**config.mk**
```make
export PLATFORM = sky130hd
export DESIGN_NAME = scd_decoder
export DESIGN_NICKNAME = d
export VERILOG_FILES = /design/src/scd_pkg.sv /design/src/scd_decoder.sv
export SDC_FILE = /design/constraint.sdc
export NUM_CORES = 1
export LEC_CHECK = 0
export BUFFER_PORTS_ARGS = -buffer_cell sky130_fd_sc_hd__buf_2
export CAP_MARGIN = 20
export CORE_MARGIN = 2
export CORE_UTILIZATION = 28
export DETAILED_ROUTE_END_ITERATION = 7
export GPL_ROUTABILITY_DRIVEN = 0
export PLACE_DENSITY = 0.41
export SLEW_MARGIN = 30
export SYNTH_ARGS = -nofsm -noshare
export SYNTH_HDL_FRONTEND = slang
export SYNTH_SLANG_ARGS = --single-unit
```
**constraint.sdc**
```tcl
create_clock -name sys_clk -period 8.2 [get_ports sys_clk]
set_clock_uncertainty 0.2 [all_clocks]
set_input_delay 1.64 -clock sys_clk [delete_from_list [all_inputs] [get_ports sys_clk]]
set_output_delay 1.64 -clock sys_clk [all_outputs]
set_load 0.1 [all_outputs]
```
**src/scd_pkg.sv**
```systemverilog
// Package of constants and carriers for the serial command frame decoder
package scd_pkg;
  localparam int FRAME_BITS = 16;
  localparam int CMD_HI = 15;
  localparam int CMD_LO = 14;
  localparam int ADDR_HI = 10;
  localparam int ADDR_LO = 8;
  localparam int DATA_HI = 7;
  localparam int CNT_W = 8;
  localparam logic [1:0] CMD_DIAG = 2'h0;
  localparam logic [1:0] CMD_READ = 2'h1;
  localparam logic [1:0] CMD_RESET = 2'h2;
  localparam logic [1:0] CMD_WRITE = 2'h3;
  localparam logic [7:0] DEF_MAP = 8'h08;
  localparam logic [7:0] DEF_OTHER = 8'h00;
  localparam logic [2:0] ADDR_MAP = 3'h1;
  localparam logic [2:0] ADDR_STATUS = 3'h6;
  localparam logic [1:0] DIAG_SHORT = 2'h0;
  localparam logic [1:0] DIAG_OPEN = 2'h1;
  localparam logic [1:0] DIAG_OVER = 2'h2;
  localparam logic [1:0] DIAG_NORMAL = 2'h3;
  localparam logic [15:0] READ_HDR = 16'h4000;

  typedef struct packed {
    logic [1:0] cmd;
    logic [2:0] zero;
    logic [2:0] addr;
    logic [7:0] data;
  } scd_frame_s;
endpackage

```
**src/scd_decoder.sv**
```systemverilog
// Serial command frame decoder sampling the link pins on the system clock
// Functional notes
// [RQ1] Control and diagnosis registers reset to defaults
// [RQ2] Frame: cmd, zeros, pointer, data fields
// [RQ3] Data byte is written or read value
// [RQ4] Diagnosis command changes no register
// [RQ5] Read returns register in next frame
// [RQ6] Reset command restores all register defaults; the code skips register 6, which keeps loading the status bits
// [RQ7] Write stores data into pointed register
// [RQ8] Commands: 00 diag, 01 read, 10 reset, 11 write
// [RQ9] Select fall loads diagnosis; idle ignores, tristates
// [RQ10] Decode only on nonzero multiple of eight clocks
// [RQ11] Sample on falling, shift on rising, MSB first
// [RQ12] Diagnosis: two-bit code per channel
`timescale 1ns/1ps
`default_nettype none
module scd_decoder #(
  parameter int CHANNELS = 8
) (
  input wire logic sys_clk, // System clock, 125 MHz
  input wire logic nrst, // Asynchronous reset, active low
  input wire logic cs_n_pin, // Chip select, active low
  input wire logic sclk_pin, // Serial clock from the master
  input wire logic si_pin, // Serial data in
  output logic so_o, // Serial data out
  output logic so_oe, // Serial out enable, high while driving
  input wire logic [2*CHANNELS-1:0] diag_in, // Per-channel two-bit diagnosis codes
  output logic [8*7-1:0] regs_o, // Registers 1..7, register 1 lowest
  output logic diag_clr_o, // Pulse: diagnosis flags cleared
  input wire logic cmd_ready, // Consumer accepts decoded frame
  output logic cmd_valid, // Decoded frame available
  output scd_pkg::scd_frame_s cmd_frame // Decoded frame
);
  // Channel count is fixed by the sixteen-bit diagnosis word layout
  if (CHANNELS != 8)
  begin : g_bad_channels
    $error("scd_decoder supports exactly eight channels");
  end

  // Reset release through two flops
  logic [1:0] rst_sync_q;
  logic rst_n;
  always_ff @(posedge sys_clk or negedge nrst)
  begin
    if (!nrst)
      rst_sync_q <= 2'h0;
    else
      rst_sync_q <= {rst_sync_q[0], 1'b1};
  end
  assign rst_n = rst_sync_q[1];

  // Three-flop pin samplers; a change counts when stages two and three agree
  logic [2:0] cs_s_q, ck_s_q, si_s_q;
  logic cs_q, ck_q, si_q;
  always_ff @(posedge sys_clk or negedge rst_n)
  begin
    if (!rst_n)
    begin
      cs_s_q <= 3'h7;
      ck_s_q <= 3'h0;
      si_s_q <= 3'h0;
      cs_q <= 1'b1;
      ck_q <= 1'b0;
      si_q <= 1'b0;
    end
    else
    begin
      cs_s_q <= {cs_s_q[1:0], cs_n_pin};
      ck_s_q <= {ck_s_q[1:0], sclk_pin};
      si_s_q <= {si_s_q[1:0], si_pin};
      if (cs_s_q[1] == cs_s_q[2])
        cs_q <= cs_s_q[2];
      if (ck_s_q[1] == ck_s_q[2])
        ck_q <= ck_s_q[2];
      if (si_s_q[1] == si_s_q[2])
        si_q <= si_s_q[2];
    end
  end

  logic cs_fall, cs_rise, ck_fall, ck_rise, cs_dg, ck_dg;
  assign cs_dg = (cs_s_q[1] == cs_s_q[2]) ? cs_s_q[2] : cs_q;
  assign ck_dg = (ck_s_q[1] == ck_s_q[2]) ? ck_s_q[2] : ck_q;
  assign cs_fall = cs_q && !cs_dg;
  assign cs_rise = !cs_q && cs_dg;
  // Clock edges count only inside a frame
  assign ck_fall = !cs_q && ck_q && !ck_dg; // [RQ9]
  assign ck_rise = !cs_q && !ck_q && ck_dg; // [RQ9]

  // Shift registers: input captured on falling edges, output shifted on rising
  logic [15:0] in_sh_q, out_sh_q;
  logic [scd_pkg::CNT_W-1:0] bit_cnt_q;
  logic [15:0] read_word_q;
  logic read_pend_q;
  logic [7:0] reg_q [1:7];
  logic [15:0] diag_word;
  assign diag_word = diag_in; // [RQ12]

  // Status bit per channel: set while the channel reports normal operation
  logic [7:0] status_bits;
  for (genvar c = 0; c < 8; c++)
  begin : g_status
    assign status_bits[c] = diag_in[2*c +: 2] == scd_pkg::DIAG_NORMAL; // [RQ12]
  end

  // Input shift and clock count
  always_ff @(posedge sys_clk or negedge rst_n)
  begin
    if (!rst_n)
    begin
      in_sh_q <= 16'h0000;
      bit_cnt_q <= '0;
    end
    else if (cs_fall)
      bit_cnt_q <= '0;
    else if (ck_fall)
    begin
      in_sh_q <= {in_sh_q[14:0], si_q}; // [RQ11]
      bit_cnt_q <= bit_cnt_q + 8'h01;
    end
  end

  // Output shift; the first bit is presented from the select fall
  always_ff @(posedge sys_clk or negedge rst_n)
  begin
    if (!rst_n)
    begin
      out_sh_q <= 16'h0000;
      so_o <= 1'b0;
      so_oe <= 1'b0;
    end
    else
    begin
      so_oe <= !cs_dg; // [RQ9]
      if (cs_fall)
      begin
        out_sh_q <= read_pend_q ? read_word_q : diag_word; // [RQ5] [RQ9]
        so_o <= read_pend_q ? read_word_q[15] : diag_word[15];
      end
      else if (ck_rise && bit_cnt_q != 8'h00)
      begin
        // Daisy chain: input bits follow the outgoing word
        out_sh_q <= {out_sh_q[14:0], in_sh_q[15]};
        so_o <= out_sh_q[14]; // [RQ11]
      end
    end
  end

  // Frame end decode
  logic frame_ok;
  scd_pkg::scd_frame_s fr;
  assign fr = in_sh_q; // [RQ2]
  assign frame_ok = cs_rise && bit_cnt_q != 8'h00 && bit_cnt_q[2:0] == 3'h0; // [RQ10]

  // Register file
  always_ff @(posedge sys_clk or negedge rst_n)
  begin
    if (!rst_n)
    begin
      for (int i = 1; i <= 7; i++)
        reg_q[i] <= (i == 1) ? scd_pkg::DEF_MAP : scd_pkg::DEF_OTHER; // [RQ1]
    end
    else
    begin
      reg_q[scd_pkg::ADDR_STATUS] <= status_bits;
      if (frame_ok && fr.cmd == scd_pkg::CMD_RESET) // [RQ6] [RQ8]
      begin
        for (int i = 1; i <= 5; i++)
          reg_q[i] <= (i == 1) ? scd_pkg::DEF_MAP : scd_pkg::DEF_OTHER;
        reg_q[7] <= scd_pkg::DEF_OTHER;
      end
      else if (frame_ok && fr.cmd == scd_pkg::CMD_WRITE && fr.addr != 3'h0
               && fr.addr != scd_pkg::ADDR_STATUS)
        reg_q[fr.addr] <= fr.data; // [RQ3] [RQ7]
      // Diagnosis and read leave the registers alone [RQ4]
    end
  end

  // Read answer latch
  always_ff @(posedge sys_clk or negedge rst_n)
  begin
    if (!rst_n)
    begin
      read_pend_q <= 1'b0;
      read_word_q <= 16'h0000;
      diag_clr_o <= 1'b0;
    end
    else
    begin
      diag_clr_o <= frame_ok; // [RQ10]
      if (frame_ok)
      begin
        read_pend_q <= (fr.cmd == scd_pkg::CMD_READ); // [RQ5]
        read_word_q <= scd_pkg::READ_HDR | {5'h00, fr.addr,
                       (fr.addr == 3'h0) ? 8'h00 : reg_q[fr.addr]}; // [RQ3]
      end
    end
  end

  // Register outputs
  always_ff @(posedge sys_clk or negedge rst_n)
  begin
    if (!rst_n)
      regs_o <= {48'h0, scd_pkg::DEF_MAP};
    else
      regs_o <= {reg_q[7], reg_q[6], reg_q[5], reg_q[4], reg_q[3], reg_q[2], reg_q[1]};
  end

  // Two-entry buffer for decoded frames; a frame arriving while both entries are full and nothing pops is lost
  // Valid and frame outputs are registered copies of the next head
  scd_pkg::scd_frame_s buf_q [2];
  scd_pkg::scd_frame_s head_d;
  logic [1:0] cnt_q, cnt_d;
  logic rd_q, wr_q, rd_d;
  logic push, pop;
  assign pop = cmd_valid && cmd_ready;
  assign push = frame_ok && (cnt_q != 2'h2 || pop);
  assign cnt_d = cnt_q + {1'b0, push} - {1'b0, pop};
  assign rd_d = pop ? !rd_q : rd_q;
  // A frame pushed into the slot that becomes the head bypasses the array
  assign head_d = (push && wr_q == rd_d) ? fr : buf_q[rd_d];
  always_ff @(posedge sys_clk or negedge rst_n)
  begin
    if (!rst_n)
    begin
      cnt_q <= 2'h0;
      rd_q <= 1'b0;
      wr_q <= 1'b0;
      buf_q[0] <= '0;
      buf_q[1] <= '0;
      cmd_valid <= 1'b0;
      cmd_frame <= '0;
    end
    else
    begin
      if (push)
      begin
        buf_q[wr_q] <= fr;
        wr_q <= !wr_q;
      end
      rd_q <= rd_d;
      cnt_q <= cnt_d;
      cmd_valid <= cnt_d != 2'h0;
      cmd_frame <= head_d;
    end
  end

  // Assertions
  a_oe_idle: assert property (@(posedge sys_clk) disable iff (!rst_n)
    cs_q && !cs_fall |=> !so_oe) else $error("Output enabled while deselected"); // [RQ9]
  a_write_store: assert property (@(posedge sys_clk) disable iff (!rst_n)
    frame_ok && fr.cmd == scd_pkg::CMD_WRITE && fr.addr == 3'h2
    |=> reg_q[2] == $past(fr.data)) else $error("Write not stored"); // [RQ7]
  a_reset_cmd: assert property (@(posedge sys_clk) disable iff (!rst_n)
    frame_ok && fr.cmd == scd_pkg::CMD_RESET |=> reg_q[1] == scd_pkg::DEF_MAP
    && reg_q[3] == 8'h00) else $error("Reset command failed"); // [RQ6]
  a_diag_keep: assert property (@(posedge sys_clk) disable iff (!rst_n)
    frame_ok && fr.cmd == scd_pkg::CMD_DIAG |=> $stable(reg_q[7]))
    else $error("Diagnosis changed a register"); // [RQ4]
  a_bad_count: assert property (@(posedge sys_clk) disable iff (!rst_n)
    cs_rise && bit_cnt_q[2:0] != 3'h0 |=> !diag_clr_o)
    else $error("Frame decoded with bad count"); // [RQ10]
  a_read_next: assert property (@(posedge sys_clk) disable iff (!rst_n)
    frame_ok && fr.cmd == scd_pkg::CMD_READ |=> read_pend_q)
    else $error("Read answer not armed"); // [RQ5]
  a_cnt_fall: assert property (@(posedge sys_clk) disable iff (!rst_n)
    ck_fall && !cs_fall |=> bit_cnt_q == $past(bit_cnt_q) + 8'h01)
    else $error("Clock count wrong"); // [RQ11]
  a_buf_full: assert property (@(posedge sys_clk) disable iff (!rst_n)
    cnt_q <= 2'h2) else $error("Buffer overfilled");
endmodule
`default_nettype wire

```
# Word-level counts from Yosys, hierarchy flattened
# Cells that the tools add are included.
dict set report classes {
  n_addsub 3
  mul 0
  n_div 0
  n_lt_le_gt_ge 5
  eq_ne 17
  shift 0
  n_mux 29
  n_bitwise 4
  reduce_logical 34
}
# op count
set ops {}
lappend ops {{two-way mux 16 bit} 5}
lappend ops {{two-way mux 8 bit} 8}
lappend ops {{bitwise mux 56 bit} 1}
lappend ops {{two-way mux 56 bit} 1}
lappend ops {{two-way mux 15 bit} 3}
lappend ops {{two-way mux 40 bit} 1}
lappend ops {{bitwise mux 32 bit} 1}
lappend ops {{binary-select mux 8 bit (select 3 bit)} 1}
lappend ops {{demux 8 bit (select 3 bit)} 1}
lappend ops {{== test 2 bit, second input constant} 10}
lappend ops {{logical AND 1 bit} 18}
lappend ops {{demux 16 bit (select 1 bit)} 1}
lappend ops {{adder 8 x 1 -> 8 bit, second input constant} 1}
lappend ops {{nonzero test 2 bit} 4}
lappend ops {{nonzero test 8 bit} 1}
lappend ops {{zero test 1 bit} 6}
lappend ops {{zero test 3 bit} 2}
lappend ops {{two-way mux 1 bit} 6}
lappend ops {{== test 1 bit} 4}
lappend ops {{>= comparator 2 bit, second input constant} 2}
lappend ops {{>= comparator 4 bit, second input constant} 1}
lappend ops {{less-than comparator 4 x 1 -> 1 bit, second input constant} 1}
lappend ops {{NOT 1 -> 2 bit} 2}
lappend ops {{NOT 3 -> 4 bit} 1}
lappend ops {{10 further kinds} 10}
dict set report word_totals {
  regBits 234
  latchBits 0
  ramBits 0
  mem_bits_ro 0
  input_bits 22
  wordCells 131
  memories 0
}

# Logic depth before layout (Yosys ltp)
# Gate-level depths: netlist of run 1.
dict set report logic_depth {
  word_depth 10
  depth_mapped 11
}

# Least setup slack after synthesis of run 1
# No wires, ideal clock.
dict set report synth_timing {
  path_type {input to register}
  start {in cmd_ready}
  end {reg cmd_valid}
  setup_ps 127
  arrival_time_ps 3047
  required_ps 7873
  slack_ps 4826
  path_stages 9
  cell_sequence {nand2_1 -> nand2_1 -> nand3_4 -> ha_1 -> inv_1 -> ha_1 -> xnor2_1 -> xnor2_1 -> or2_2}
}
dict set report synth_via {
  elab_chain_len 6
}
# item line_no
set synth_rtl {}
lappend synth_rtl {{from (decl)} scd_decoder.sv:30} ;# input wire logic cmd_ready,
lappend synth_rtl {{logical AND 1 bit *} scd_decoder.sv:215} ;# assign pop = cmd_valid && cmd_ready;
lappend synth_rtl {{logical OR 1 bit} scd_decoder.sv:216} ;# assign push = frame_ok && (cnt_q != 2'h2 || pop);
lappend synth_rtl {{logical AND 1 bit} scd_decoder.sv:216}
lappend synth_rtl {{adder 2 x 1 -> 2 bit} scd_decoder.sv:217} ;# assign cnt_d = cnt_q + {1'b0, push} - {1'b0, pop};
lappend synth_rtl {{subtractor 2 x 1 -> 2 bit *} scd_decoder.sv:217}
lappend synth_rtl {{net cnt_d[1]} scd_decoder.sv:212} ;# logic [1:0] cnt_q, cnt_d;
lappend synth_rtl {{nonzero test 2 bit *} scd_decoder.sv:242} ;# cmd_valid <= cnt_d != 2'h0;
lappend synth_rtl {{to (signal assigned)} scd_decoder.sv:230} ;# cmd_valid <= 1'b0;
lappend synth_rtl {{to (signal assigned)} scd_decoder.sv:242}
lappend synth_rtl {{to (decl)} scd_decoder.sv:31} ;# output logic cmd_valid,
# Mark *: on every way through the listed nets, which the timed path passes. The rest lies on a longest branch.
# A chain may end at the register's enable or synchronous reset.

# Final worst setup path of run 1
dict set report layout_timing {
  start {reg regs_o[3]}
  end {out regs_o[3]}
}
# item line_no
set layout_lines {}
lappend layout_lines {{from (decl)} scd_decoder.sv:28} ;# output logic [8*7-1:0] regs_o,
lappend layout_lines {{from (signal assigned)} scd_decoder.sv:203} ;# regs_o <= {48'h0, scd_pkg::DEF_MAP};
lappend layout_lines {{from (signal assigned)} scd_decoder.sv:205} ;# regs_o <= {reg_q[7], reg_q[6], reg_q[5], reg_q[4], reg_q[3], reg_q[2], reg_q[1]};
# No word-level cell between the ends.

==> impl_metrics.py, run 1 <==
metrics = {
    "yosys": {
        "synthArstFlopShare_pct": 100.0,
        "syn-cell-area_um2": 9358,
        "syn_avg_cell_area_um2": 12.54,
        "synth_area_leaders": "dfrtp_1, mux2_2, nand2_1",
        "syn-instance-count": 746,
        "syn_nets": 772,
        "yosysWarnings": 0,
        "synth_edf_count": 0,
        "ys_seq_elements": 234,
        "synth_area_leader_cell": "dfrtp_1",
        "synthFlopType": "dfrtp_1",
        "netlist.area_leader.share_pct": 60.97,
        "yosysSeqAreaShare_pct": 62.66,
        "yosysUniqueCellTypes": 62,
    },
    "worst_setup_path": {
        "crit_path_start_kind": "flip-flop",
        "path_class": "flip-flop to primary output",
        "worstSetupEndpointType": "primary output",
        "max_stage_delay_ns": 0.51,
        "cp.required_ns": 6.36,
        "crit_fanout": 1,
        "worst-path-buf-inv": 1,
        "critPathTopFamily": "flip-flops",
        "arrival_ns": 1.46,
        "cp_slowest_cell": "dfstp_2",
        "crit_path_cell_trace": "buf_2",
    },
    "timing": {
        "final.period_utilization_pct": 40.21,
        "setup_viol": 0,
        "fin_crit_ns": 3.297,
        "finalHoldViolations": 0,
        "tns_ns": 0,
        "fmax_mhz": 303.3,
        "tightest_slew_ns": 0.9212,
        "slew_viol_final": 0,
        "slew_headroom_pct": 38.13,
        "rsz0062_at_grt": "no",
    },
    "finish": {
        "final_util_pct": 34.00,
        "drive_above_1_share_pct": 30.33,
        "regArea_um2": 5867,
        "n_fill_cell": 3290,
        "fin_area_um2": 11120,
        "diodes": 0,
        "final-instance-count-excl-fill": 1296,
        "areaGrowthSynthToFinish_pct": 18.80,
        "final_nets": 862,
        "multi_input_area_um2": 3196,
    },
    "power_and_ir_drop": {
        "max-vdd-ir-drop_mv": 0.2666,
        "seqPwrFrac_pct": 42.9,
        "comb_power_share_pct": 22.6,
        "pwr_density_cell_nw_per_um2": 302.1,
        "switchingPower_uw": 1137,
        "power.leakage_uw": 0.005196,
        "total_power_uw": 3358,
        "cell_internal_pwr_uw": 2221,
        "netSwitchingFraction_pct": 33.86,
        "pwr-share-clk_pct": 34.6,
    },
    "clocking": {
        "ctsHtreeMaxLevel": 1,
        "clk_pin_slew_worst_paths_ns": 0.06,
        "root_buffer": "clkbuf_16",
        "cts_resized": 0,
        "cts_buffer_depth": 3,
        "cts.sinks": 234,
        "clk_latency_ns": 0.54,
        "numCtsBuffers": 27,
        "tritoncts": "done",
        "postCtsSetupBuffers": 0,
        "hold_buffers": 0,
    },
    "floorplan": {
        "ioPinCount": 98,
        "die_area_um2": 34900,
        "die_h_um": 186.8,
        "fp.dieW_um": 186.8,
        "row_count": 66,
        "start_util_pct": 28.62,
        "core-area_um2": 32700,
    },
    "global_routing": {
        "antenna_found_initial": 2,
        "track_usage_pct": 13.76,
        "gr-total-overflow": 0,
        "grt_pass1_wl_mm": 37.62,
        "grt_pass1_vias": 6108,
        "grt_max_degree": 69,
    },
    "place": {
        "portBuffers": 97,
        "post-place-cells": 1248,
        "dp_hpwl_mm": 15.41,
        "place_area_um2": 10240,
    },
    "detailed_routing": {
        "viasPerCell": 4.502,
        "first_pass_iters": 5,
        "wire_per_inst_um": 18.35,
        "drc": 0,
        "drt-total-wl_mm": 23.78,
        "antenna_left": 0,
        "vias": 5835,
        "drt_iter0_drc": 306,
    },
    "job": {
        "drv_cap": 0,
    },
    "hold_path": {
        "hp-class": "flip-flop to asynchronous set/reset pin",
    },
    "outcome": {
        "status": "finished, final reports clean",
    },
}
cells in the mapped netlist, drive strengths merged, types with 2 or more instances:
| cell type | count |
|---|---|
| nand4 | 4 |
| a21oi | 17 |
| mux2i | 19 |
| nand3b | 4 |
| nand2b | 7 |
| dfstp | 6 |
| and3 | 2 |
| xnor2 | 6 |
| nor4 | 6 |
| a32oi | 3 |
| a221o | 14 |
| a221oi | 3 |
| a22oi | 2 |
| xor2 | 5 |
| ha | 4 |
| mux2 | 49 |
| o21ai | 63 |
| a31oi | 2 |
| and2 | 9 |
| mux4 | 5 |
| maj3 | 2 |
| nand3 | 5 |
| o221a | 13 |
| nand2 | 133 |
| buf | 30 |
| nor2 | 27 |
| or2 | 13 |
| nor3 | 4 |
| o221ai | 3 |
| inv | 12 |
| dfrtp | 228 |
| nor3b | 2 |
| clkbuf | 17 |
| o31ai | 4 |
| a22o | 2 |
| nor4b | 2 |
| a211oi | 4 |
| nor2b | 7 |
through the flow:
stage               hold WS [ns]  setup slack (ns)
floorplan                 0.1312             1.007
finish                    0.1028             4.903
detailed placement        0.1363             4.470
CTS                       0.1405             4.876
global route              0.1569             4.869
global placement          0.1336             4.521
registers in the layout, summed over array words and instances (netlist names), 2 cells and up:
name,count
reg_q,56
regs_o,56
buf_q,32
cmd_frame,16
fr,16
out_sh_q,15
read_word_q,12
bit_cnt_q,8
ck_s_q,3
cs_s_q,3
si_s_q,3
cnt_q,2
rst_sync_q,2
power groups by stage:
| stage | clock [µW] | sequential (µW) | combinational [µW] |
|---|---|---|---|
| final | 1160 | 1440 | 758 |
| after global routing | 1250 | 1460 | 814 |
| after CTS | 1200 | 1450 | 770 |
| after detailed placement | 0 | 1460 | 768 |
| after global placement | 0 | 1470 | 758 |
| after floorplan | 0 | 1670 | 379 |
final timing paths:
check                               from   endpoint  slack, ns  cells after the start
max in group asynchronous  rst_sync_q[1]  reg_q[34]       6.01                      2
setup / recovery               regs_o[3]  regs_o[3]       4.90                      1
hold / removal             rst_sync_q[1]       ck_q       0.10                      0
hold reg to reg            rst_sync_q[1]       ck_q       0.10                      0
setup reg to reg            bit_cnt_q[0]  reg_q[54]       5.34                      8
min in group sys_clk           si_s_q[0]  si_s_q[1]       0.15                      0
layout make-up:
class | instances | share of cell area (%)
Tap cell | 442 | 4.975
Clock inverter | 9 | 0.6640
Timing Repair Buffer | 108 | 5.357
Multi-Input combinational cell | 453 | 28.75
Sequential cell | 234 | 52.77
Inverter | 12 | 0.4052
Clock buffer | 38 | 7.079
logic make-up after synthesis:
group	after synthesis	share of synthesized area [%]
buffers and inverters	59	3.289
other	1	0.04007
multiplexers	73	9.293
flip-flops	234	62.66
XOR/XNOR	12	1.270
adder cells (fa/ha/maj)	6	0.7488
AND/OR/NAND/NOR	228	12.93
AO/OA/AOI/OAI	133	9.774
per-layer routing:
| layer | vias up | GRT usage [%] | wire length [µm] |
|---|---|---|---|
| li1 | 2775 | - | - |
| met3 | 38 | 2.627 | 1180 |
| met2 | 147 | 21.38 | 10570 |
| met4 | 2 | 3.510 | 587 |
| met5 | - | 0 | 13 |
| met1 | 2873 | 19.77 | 11430 |
layout by cell type, fill, tap and decap left out, types with 14 or more instances in the layout:
master / count
clkbuf_16: 27
mux2_2: 45
a21oi_1: 17
buf_2: 97
nor2_1: 24
dfrtp_1: 227
a221o_1: 14
mux2i_1: 19
nand2_1: 132
o21ai_1: 33
o21ai_0: 29
Power figures use the tool's default switching activity.
==> run 2: changes to the inputs <==
clock period = 3.3 ns   (was 8.2 ns; I/O delays follow)
==> run 2 against run 1 <==
Effect of this change: cell area up 1.4%; first-iteration DRC count up 10%; non-clock buffer count up 13; critical endpoint is now cmd_valid; largest cell class unchanged.
==> impl_metrics.py, run 2 (synthesis results as in run 1) <==
metrics = {
    "floorplan": {
        "core-area_um2": 32700,
        "fp.dieW_um": 186.8,
        "row_count": 66,
        "start_util_pct": 28.62,
        "die_h_um": 186.8,
        "die_area_um2": 34900,
        "ioPinCount": 98,
    },
    "worst_setup_path": {
        "arrival_ns": 2.88,
        "crit_path_cell_trace": "inv_1 > ha_1 > nor2b_4 > and3_2 > nand3_4 > ha_1 > inv_1 > ha_1 > xnor2_1 > xnor2_1 > or2_2",
        "path_depth": 11,
        "cp.required_ns": 3.50,
        "crit_fanout": 10,
        "worstSetupEndpointType": "flip-flop",
        "worst-path-buf-inv": 2,
        "critPathTopFamily": "simple AND/OR/NAND/NOR gates",
        "cp_slowest_cell": "dfrtp_1",
        "rr_worst_depth": 11,
        "path_class": "flip-flop to flip-flop",
        "crit_path_start_kind": "flip-flop",
        "path_common_cell": "ha_1",
        "max_stage_delay_ns": 0.41,
    },
    "finish": {
        "areaGrowthSynthToFinish_pct": 20.44,
        "drive_above_1_share_pct": 30.80,
        "final_util_pct": 34.47,
        "top_regs": "reg_q: 56 flops, regs_o: 56 flops, buf_q: 32 flops",
        "final_common_cell": "dfrtp_1",
        "final-instance-count-excl-fill": 1313,
        "final_cell_mix": "dfrtp_1, nand2_1, buf_2",
        "final_nets": 875,
    },
    "detailed_routing": {
        "wire_per_inst_um": 18.14,
        "viasPerCell": 4.474,
        "drt-total-wl_mm": 23.82,
        "drc": 0,
        "antenna_left": 0,
        "drt_iter0_drc": 337,
        "vias": 5875,
        "first_pass_iters": 5,
    },
    "clocking": {
        "cts_buffer_depth": 3,
        "postCtsSetupBuffers": 0,
        "numCtsBuffers": 27,
        "ctsHtreeMaxLevel": 1,
        "tritoncts": "done",
        "cts.sinks": 234,
        "clk_latency_ns": 0.54,
        "hold_buffers": 1,
        "root_buffer": "clkbuf_16",
        "cts_resized": 0,
        "clk_pin_slew_worst_paths_ns": 0.06,
    },
    "timing": {
        "finalHoldViolations": 0,
        "whs_ns": 0.04059,
        "rsz0062_at_grt": "no",
        "fmax_mhz": 373.4,
        "final.period_utilization_pct": 81.15,
        "fin_crit_ns": 2.678,
        "slew_viol_final": 0,
        "setup_viol": 0,
        "tightest_slew_ns": 0.8820,
        "tns_ns": 0,
        "slew_headroom_pct": 41.20,
    },
    "power_and_ir_drop": {
        "comb_power_share_pct": 22.6,
        "pwr-share-clk_pct": 34.9,
        "cell_internal_pwr_uw": 5578,
        "netSwitchingFraction_pct": 33.89,
        "max-vdd-ir-drop_mv": 0.5533,
        "pwr_density_cell_nw_per_um2": 748.6,
        "power.leakage_uw": 0.005257,
        "seqPwrFrac_pct": 42.5,
        "switchingPower_uw": 2860,
        "total_power_uw": 8437,
    },
    "place": {
        "post-place-cells": 1261,
        "portBuffers": 97,
        "dp_hpwl_mm": 15.74,
    },
    "global_routing": {
        "gr-total-overflow": 0,
        "antenna_found_initial": 1,
        "track_usage_pct": 13.95,
        "grt_max_degree": 53,
        "grt_pass1_wl_mm": 38.25,
        "grt_pass1_vias": 6142,
    },
    "hold_path": {
        "holdPathStages": 1,
        "hp-class": "input port to flip-flop",
    },
    "outcome": {
        "status": "finished, final reports clean",
    },
    "job": {
        "drv_cap": 0,
    },
}
## run 2: power by group through the flow
stage / clock network [µW] / registers [µW] / logic (µW)
floorplan: 0 / 4140 / 941
global placement: 0 / 3650 / 1920
detailed placement: 0 / 3630 / 1930
CTS: 3040 / 3600 / 1940
global route: 3150 / 3640 / 2050
finish: 2950 / 3590 / 1910
## run 2: layout make-up
class                           instances  area (µm²)
Fill cell                            3326       21430
Sequential cell                       234        5867
Multi-Input combinational cell        453        3196
Clock buffer                           41       768.2
Timing Repair Buffer                  121       730.7
Tap cell                              442       553.0
Clock inverter                          9       108.9
Inverter                               12       45.04
Antenna cell                            1       2.502
## run 2: stage by stage
stage / setup slack [ns] / instance area (µm²)
after detailed placement: 0.5880 / 10380
after floorplan: 0.5405 / 9361
after global routing: 0.4451 / 11270
after CTS: 0.5963 / 11270
final: 0.6220 / 11270
after global placement: 0.6264 / 10380
## run 2: layer usage
layer  vias to the layer above  GRT usage [%]  part of all wire, %
li1                       2800              -                    -
met1                      2925          20.15                   49
met2                       117          22.19                   46
met3                        33          2.289                  3.9
met4                         0          2.717                  1.6
met5                         -              0                    0
## run 2: worst paths after layout
| path | slack [ns] | startpoint | endpoint |
|---|---|---|---|
| min in group asynchronous | 0.17 | rst_sync_q[1] | out_sh_q[14] |
| max in group asynchronous | 1.95 | rst_sync_q[1] | cs_s_q[0] |
| worst max-delay path | 0.62 | bit_cnt_q[0] | cmd_valid |
| worst max register to register | 0.62 | bit_cnt_q[0] | cmd_valid |
| worst min register to register | 0.15 | si_s_q[0] | si_s_q[1] |
| worst min-delay path | 0.04 | cs_n_pin | cs_s_q[0] |
==> run 3: changes to the inputs <==
ABC_AREA = 1   (was unset)
clock period = 2.56 ns   (was 3.3 ns; I/O delays follow)
==> run 3 against run 2 <==
Effect of this change: non-clock buffer count up 23; count of clock-buffer cells in the layout stayed put; largest power group unchanged; fmax up 11%.
==> impl_metrics.py, run 3 <==
metrics = {
    "worst_setup_path": {
        "crit_fanout": 4,
        "worstReg2RegStart": "bit_cnt_q[0]",
        "rr_worst_depth": 13,
        "worstSetupEndpointType": "flip-flop",
        "cp.required_ns": 2.76,
        "crit_path_start_kind": "flip-flop",
        "arrival_ns": 2.61,
        "crit_start": "bit_cnt_q[0]",
        "endpoint": "cmd_valid",
        "r2r_slack_ns": 0.15,
        "reg2reg_to": "cmd_valid",
        "path_class": "flip-flop to flip-flop",
    },
    "place": {
        "place_area_um2": 10550,
        "post-place-cells": 1507,
        "dp_hpwl_mm": 17.15,
        "portBuffers": 97,
        "dp_slack_ns": 0.06382,
    },
    "timing": {
        "fin_ws_ns": 0.1520,
        "slew_viol_final": 0,
        "fin_crit_ns": 2.408,
        "tightest_slew_ns": 0.5541,
        "fmax_mhz": 415.3,
        "final.period_utilization_pct": 94.06,
        "setup_viol": 0,
        "slew_headroom_pct": 62.95,
        "finalHoldViolations": 0,
        "whs_ns": 0.03081,
    },
    "clocking": {
        "cts_buffer_depth": 3,
        "numCtsBuffers": 28,
        "clk_latency_ns": 0.54,
        "ctsHtreeMaxLevel": 1,
        "cts.sinks": 234,
        "tritoncts": "done",
        "clk_pin_slew_worst_paths_ns": 0.06,
        "root_buffer": "clkbuf_16",
    },
    "detailed_routing": {
        "drc": 0,
        "viasPerCell": 4.443,
        "drt_iter0_drc": 452,
        "antenna_left": 0,
        "vias": 6984,
        "wire_per_inst_um": 16.07,
        "first_pass_iters": 5,
        "drt-total-wl_mm": 25.26,
    },
    "yosys": {
        "yosysSeqAreaShare_pct": 61.67,
        "netlist.area_leader.share_pct": 60.02,
        "syn_nets": 1012,
        "synth_mux_area_share_pct": 0,
        "ys_seq_elements": 234,
        "yosysWarnings": 0,
        "synth_top_family_by_area": "simple AND/OR/NAND/NOR gates",
        "syn_avg_cell_area_um2": 9.642,
        "synth_area_leader_cell": "dfrtp_1",
        "syn-cell-area_um2": 9507,
        "synth-simple-area-share_pct": 23.19,
        "synthArstFlopShare_pct": 100.0,
        "synth_fa_ha_area_share_pct": 0.6317,
        "synthFlopType": "dfrtp_1",
        "synth_area_leaders": "dfrtp_1, nand2_1, nand3_1",
        "synth_edf_count": 0,
        "ys_top_cells_by_count": "nand2_1, dfrtp_1, nand3_1, inv_1, o21ai_0",
        "yosysUniqueCellTypes": 38,
        "synth_xor_area_share_pct": 0.3685,
        "yosysMostFrequentCell": "nand2_1",
        "synth-compound-area-share_pct": 8.015,
        "syn-instance-count": 986,
    },
    "finish": {
        "final_cell_mix": "nand2_1, dfrtp_1, nand3_1",
        "top_regs": "reg_q: 56 flops, regs_o: 56 flops, buf_q: 32 flops",
        "areaGrowthSynthToFinish_pct": 22.65,
        "diodes": 0,
        "final_common_cell": "nand2_1",
        "final-instance-count-excl-fill": 1572,
        "fin_area_um2": 11660,
        "drive_above_1_share_pct": 21.98,
        "regArea_um2": 5868,
        "final_nets": 1128,
        "multi_input_area_um2": 3088,
        "n_fill_cell": 3458,
    },
    "power_and_ir_drop": {
        "power.leakage_uw": 0.005991,
        "pwr_density_cell_nw_per_um2": 962.4,
        "max-vdd-ir-drop_mv": 0.9811,
    },
    "global_routing": {
        "grt_pass1_vias": 7118,
        "antenna_found_initial": 0,
        "grt_max_degree": 75,
        "gr-total-overflow": 0,
        "grt_pass1_wl_mm": 40.77,
        "track_usage_pct": 14.46,
    },
    "floorplan": {
        "die_h_um": 188.3,
        "row_count": 67,
        "fp.dieW_um": 188.3,
        "ioPinCount": 98,
        "die_area_um2": 35440,
        "start_util_pct": 28.42,
        "core-area_um2": 33450,
    },
    "job": {
        "drv_cap": 0,
    },
    "hold_path": {
        "hp-class": "flip-flop to asynchronous set/reset pin",
    },
    "outcome": {
        "status": "finished, final reports clean",
    },
}
==> run 3: cell types whose count changed after synthesis, moves of 14 or more <==
cell,delta
nand2_1,+164
nand3_1,+131
inv_1,+47
mux2_2,-45
o21ai_2,+26
mux2i_1,-19
buf_2,+15
o211ai_1,+15
a221o_1,-14
==> run 3: per-stage QoR <==
stage          utilization, %  setup TNS [ns]  total power [µW]
6_report                34.86               0             11220
4_1_cts                 34.78               0             11370
3_3_place_gp            31.54               0              7196
2_1_floorplan               -         -0.1732              6544
5_1_grt                 34.86      -0.0003630             11840
3_5_place_dp            31.54               0              7187
==> run 3: report_power, final <==
group          total (µW)  switching [µW]  internal, µW  leakage (µW)
logic                2560            1960           602       0.00246
registers            4580             369          4210       0.00306
clock network        4090            1550          2540      0.000478
==> run 3: worst max-delay path, stage by stage, from the launching register on <==
cell and delay [ns]:
dfrtp_1 0.38, inv_2 0.08, ha_2 0.17, nand2_2 0.07
nor2_4 0.11, nand3_4 0.10, nor2_4 0.12, inv_1 0.06
ha_1 0.27, inv_1 0.04, ha_2 0.17, xnor2_2 0.13
xnor2_1 0.13, or2_2 0.27
==> run 3: layout make-up <==
| type | instances | share of cell area [%] |
|---|---|---|
| timing repair buffer | 144 | 8.091 |
| clock buffer | 41 | 7.125 |
| multi-input combinational | 631 | 26.48 |
| inverter | 63 | 2.028 |
| clock inverter | 11 | 1.137 |
| tap | 448 | 4.807 |
| sequential | 234 | 50.33 |
==> run 3: what timing repair did <==
item | CTS | global route
resized for setup | 0 | 7
setup buffers | 0 | 1
endpoints found under the hold margin | 9 | 0
hold buffers | 12 | 0
endpoints found under the setup margin | 0 | 25
==> run 3: metal layers <==
| layer | global-route usage, % | wire [µm] | vias up |
|---|---|---|---|
| li1 | - | - | 3451 |
| met1 | 20.41 | 11980 | 3372 |
| met2 | 23.16 | 11720 | 126 |
| met3 | 2.328 | 1087 | 35 |
| met4 | 3.725 | 463 | 0 |
| met5 | 0 | 0 | - |
==> run 3: worst min-delay path by stage <==
stage             startpoint       endpoint  depth (start not counted)
6_report       rst_sync_q[1]      ck_s_q[0]                          0
5_1_grt           diag_in[0]       reg_q[8]                          3
4_1_cts           diag_in[0]       reg_q[8]                          3
3_5_place_dp   rst_sync_q[1]  cmd_frame[15]                          0
3_3_place_gp   rst_sync_q[1]  cmd_frame[15]                          0
2_1_floorplan           nrst  rst_sync_q[0]                          0
==> run 3: cell families (layout without fill, tap and decap cells) <==
family          Yosys count  in the layout
fa+ha+maj                 5              5
other cells               1              1
buf+inv                 121            259
xor+xnor                  4              4
compound gates          123            123
simple gates            498            498
flops                   234            234
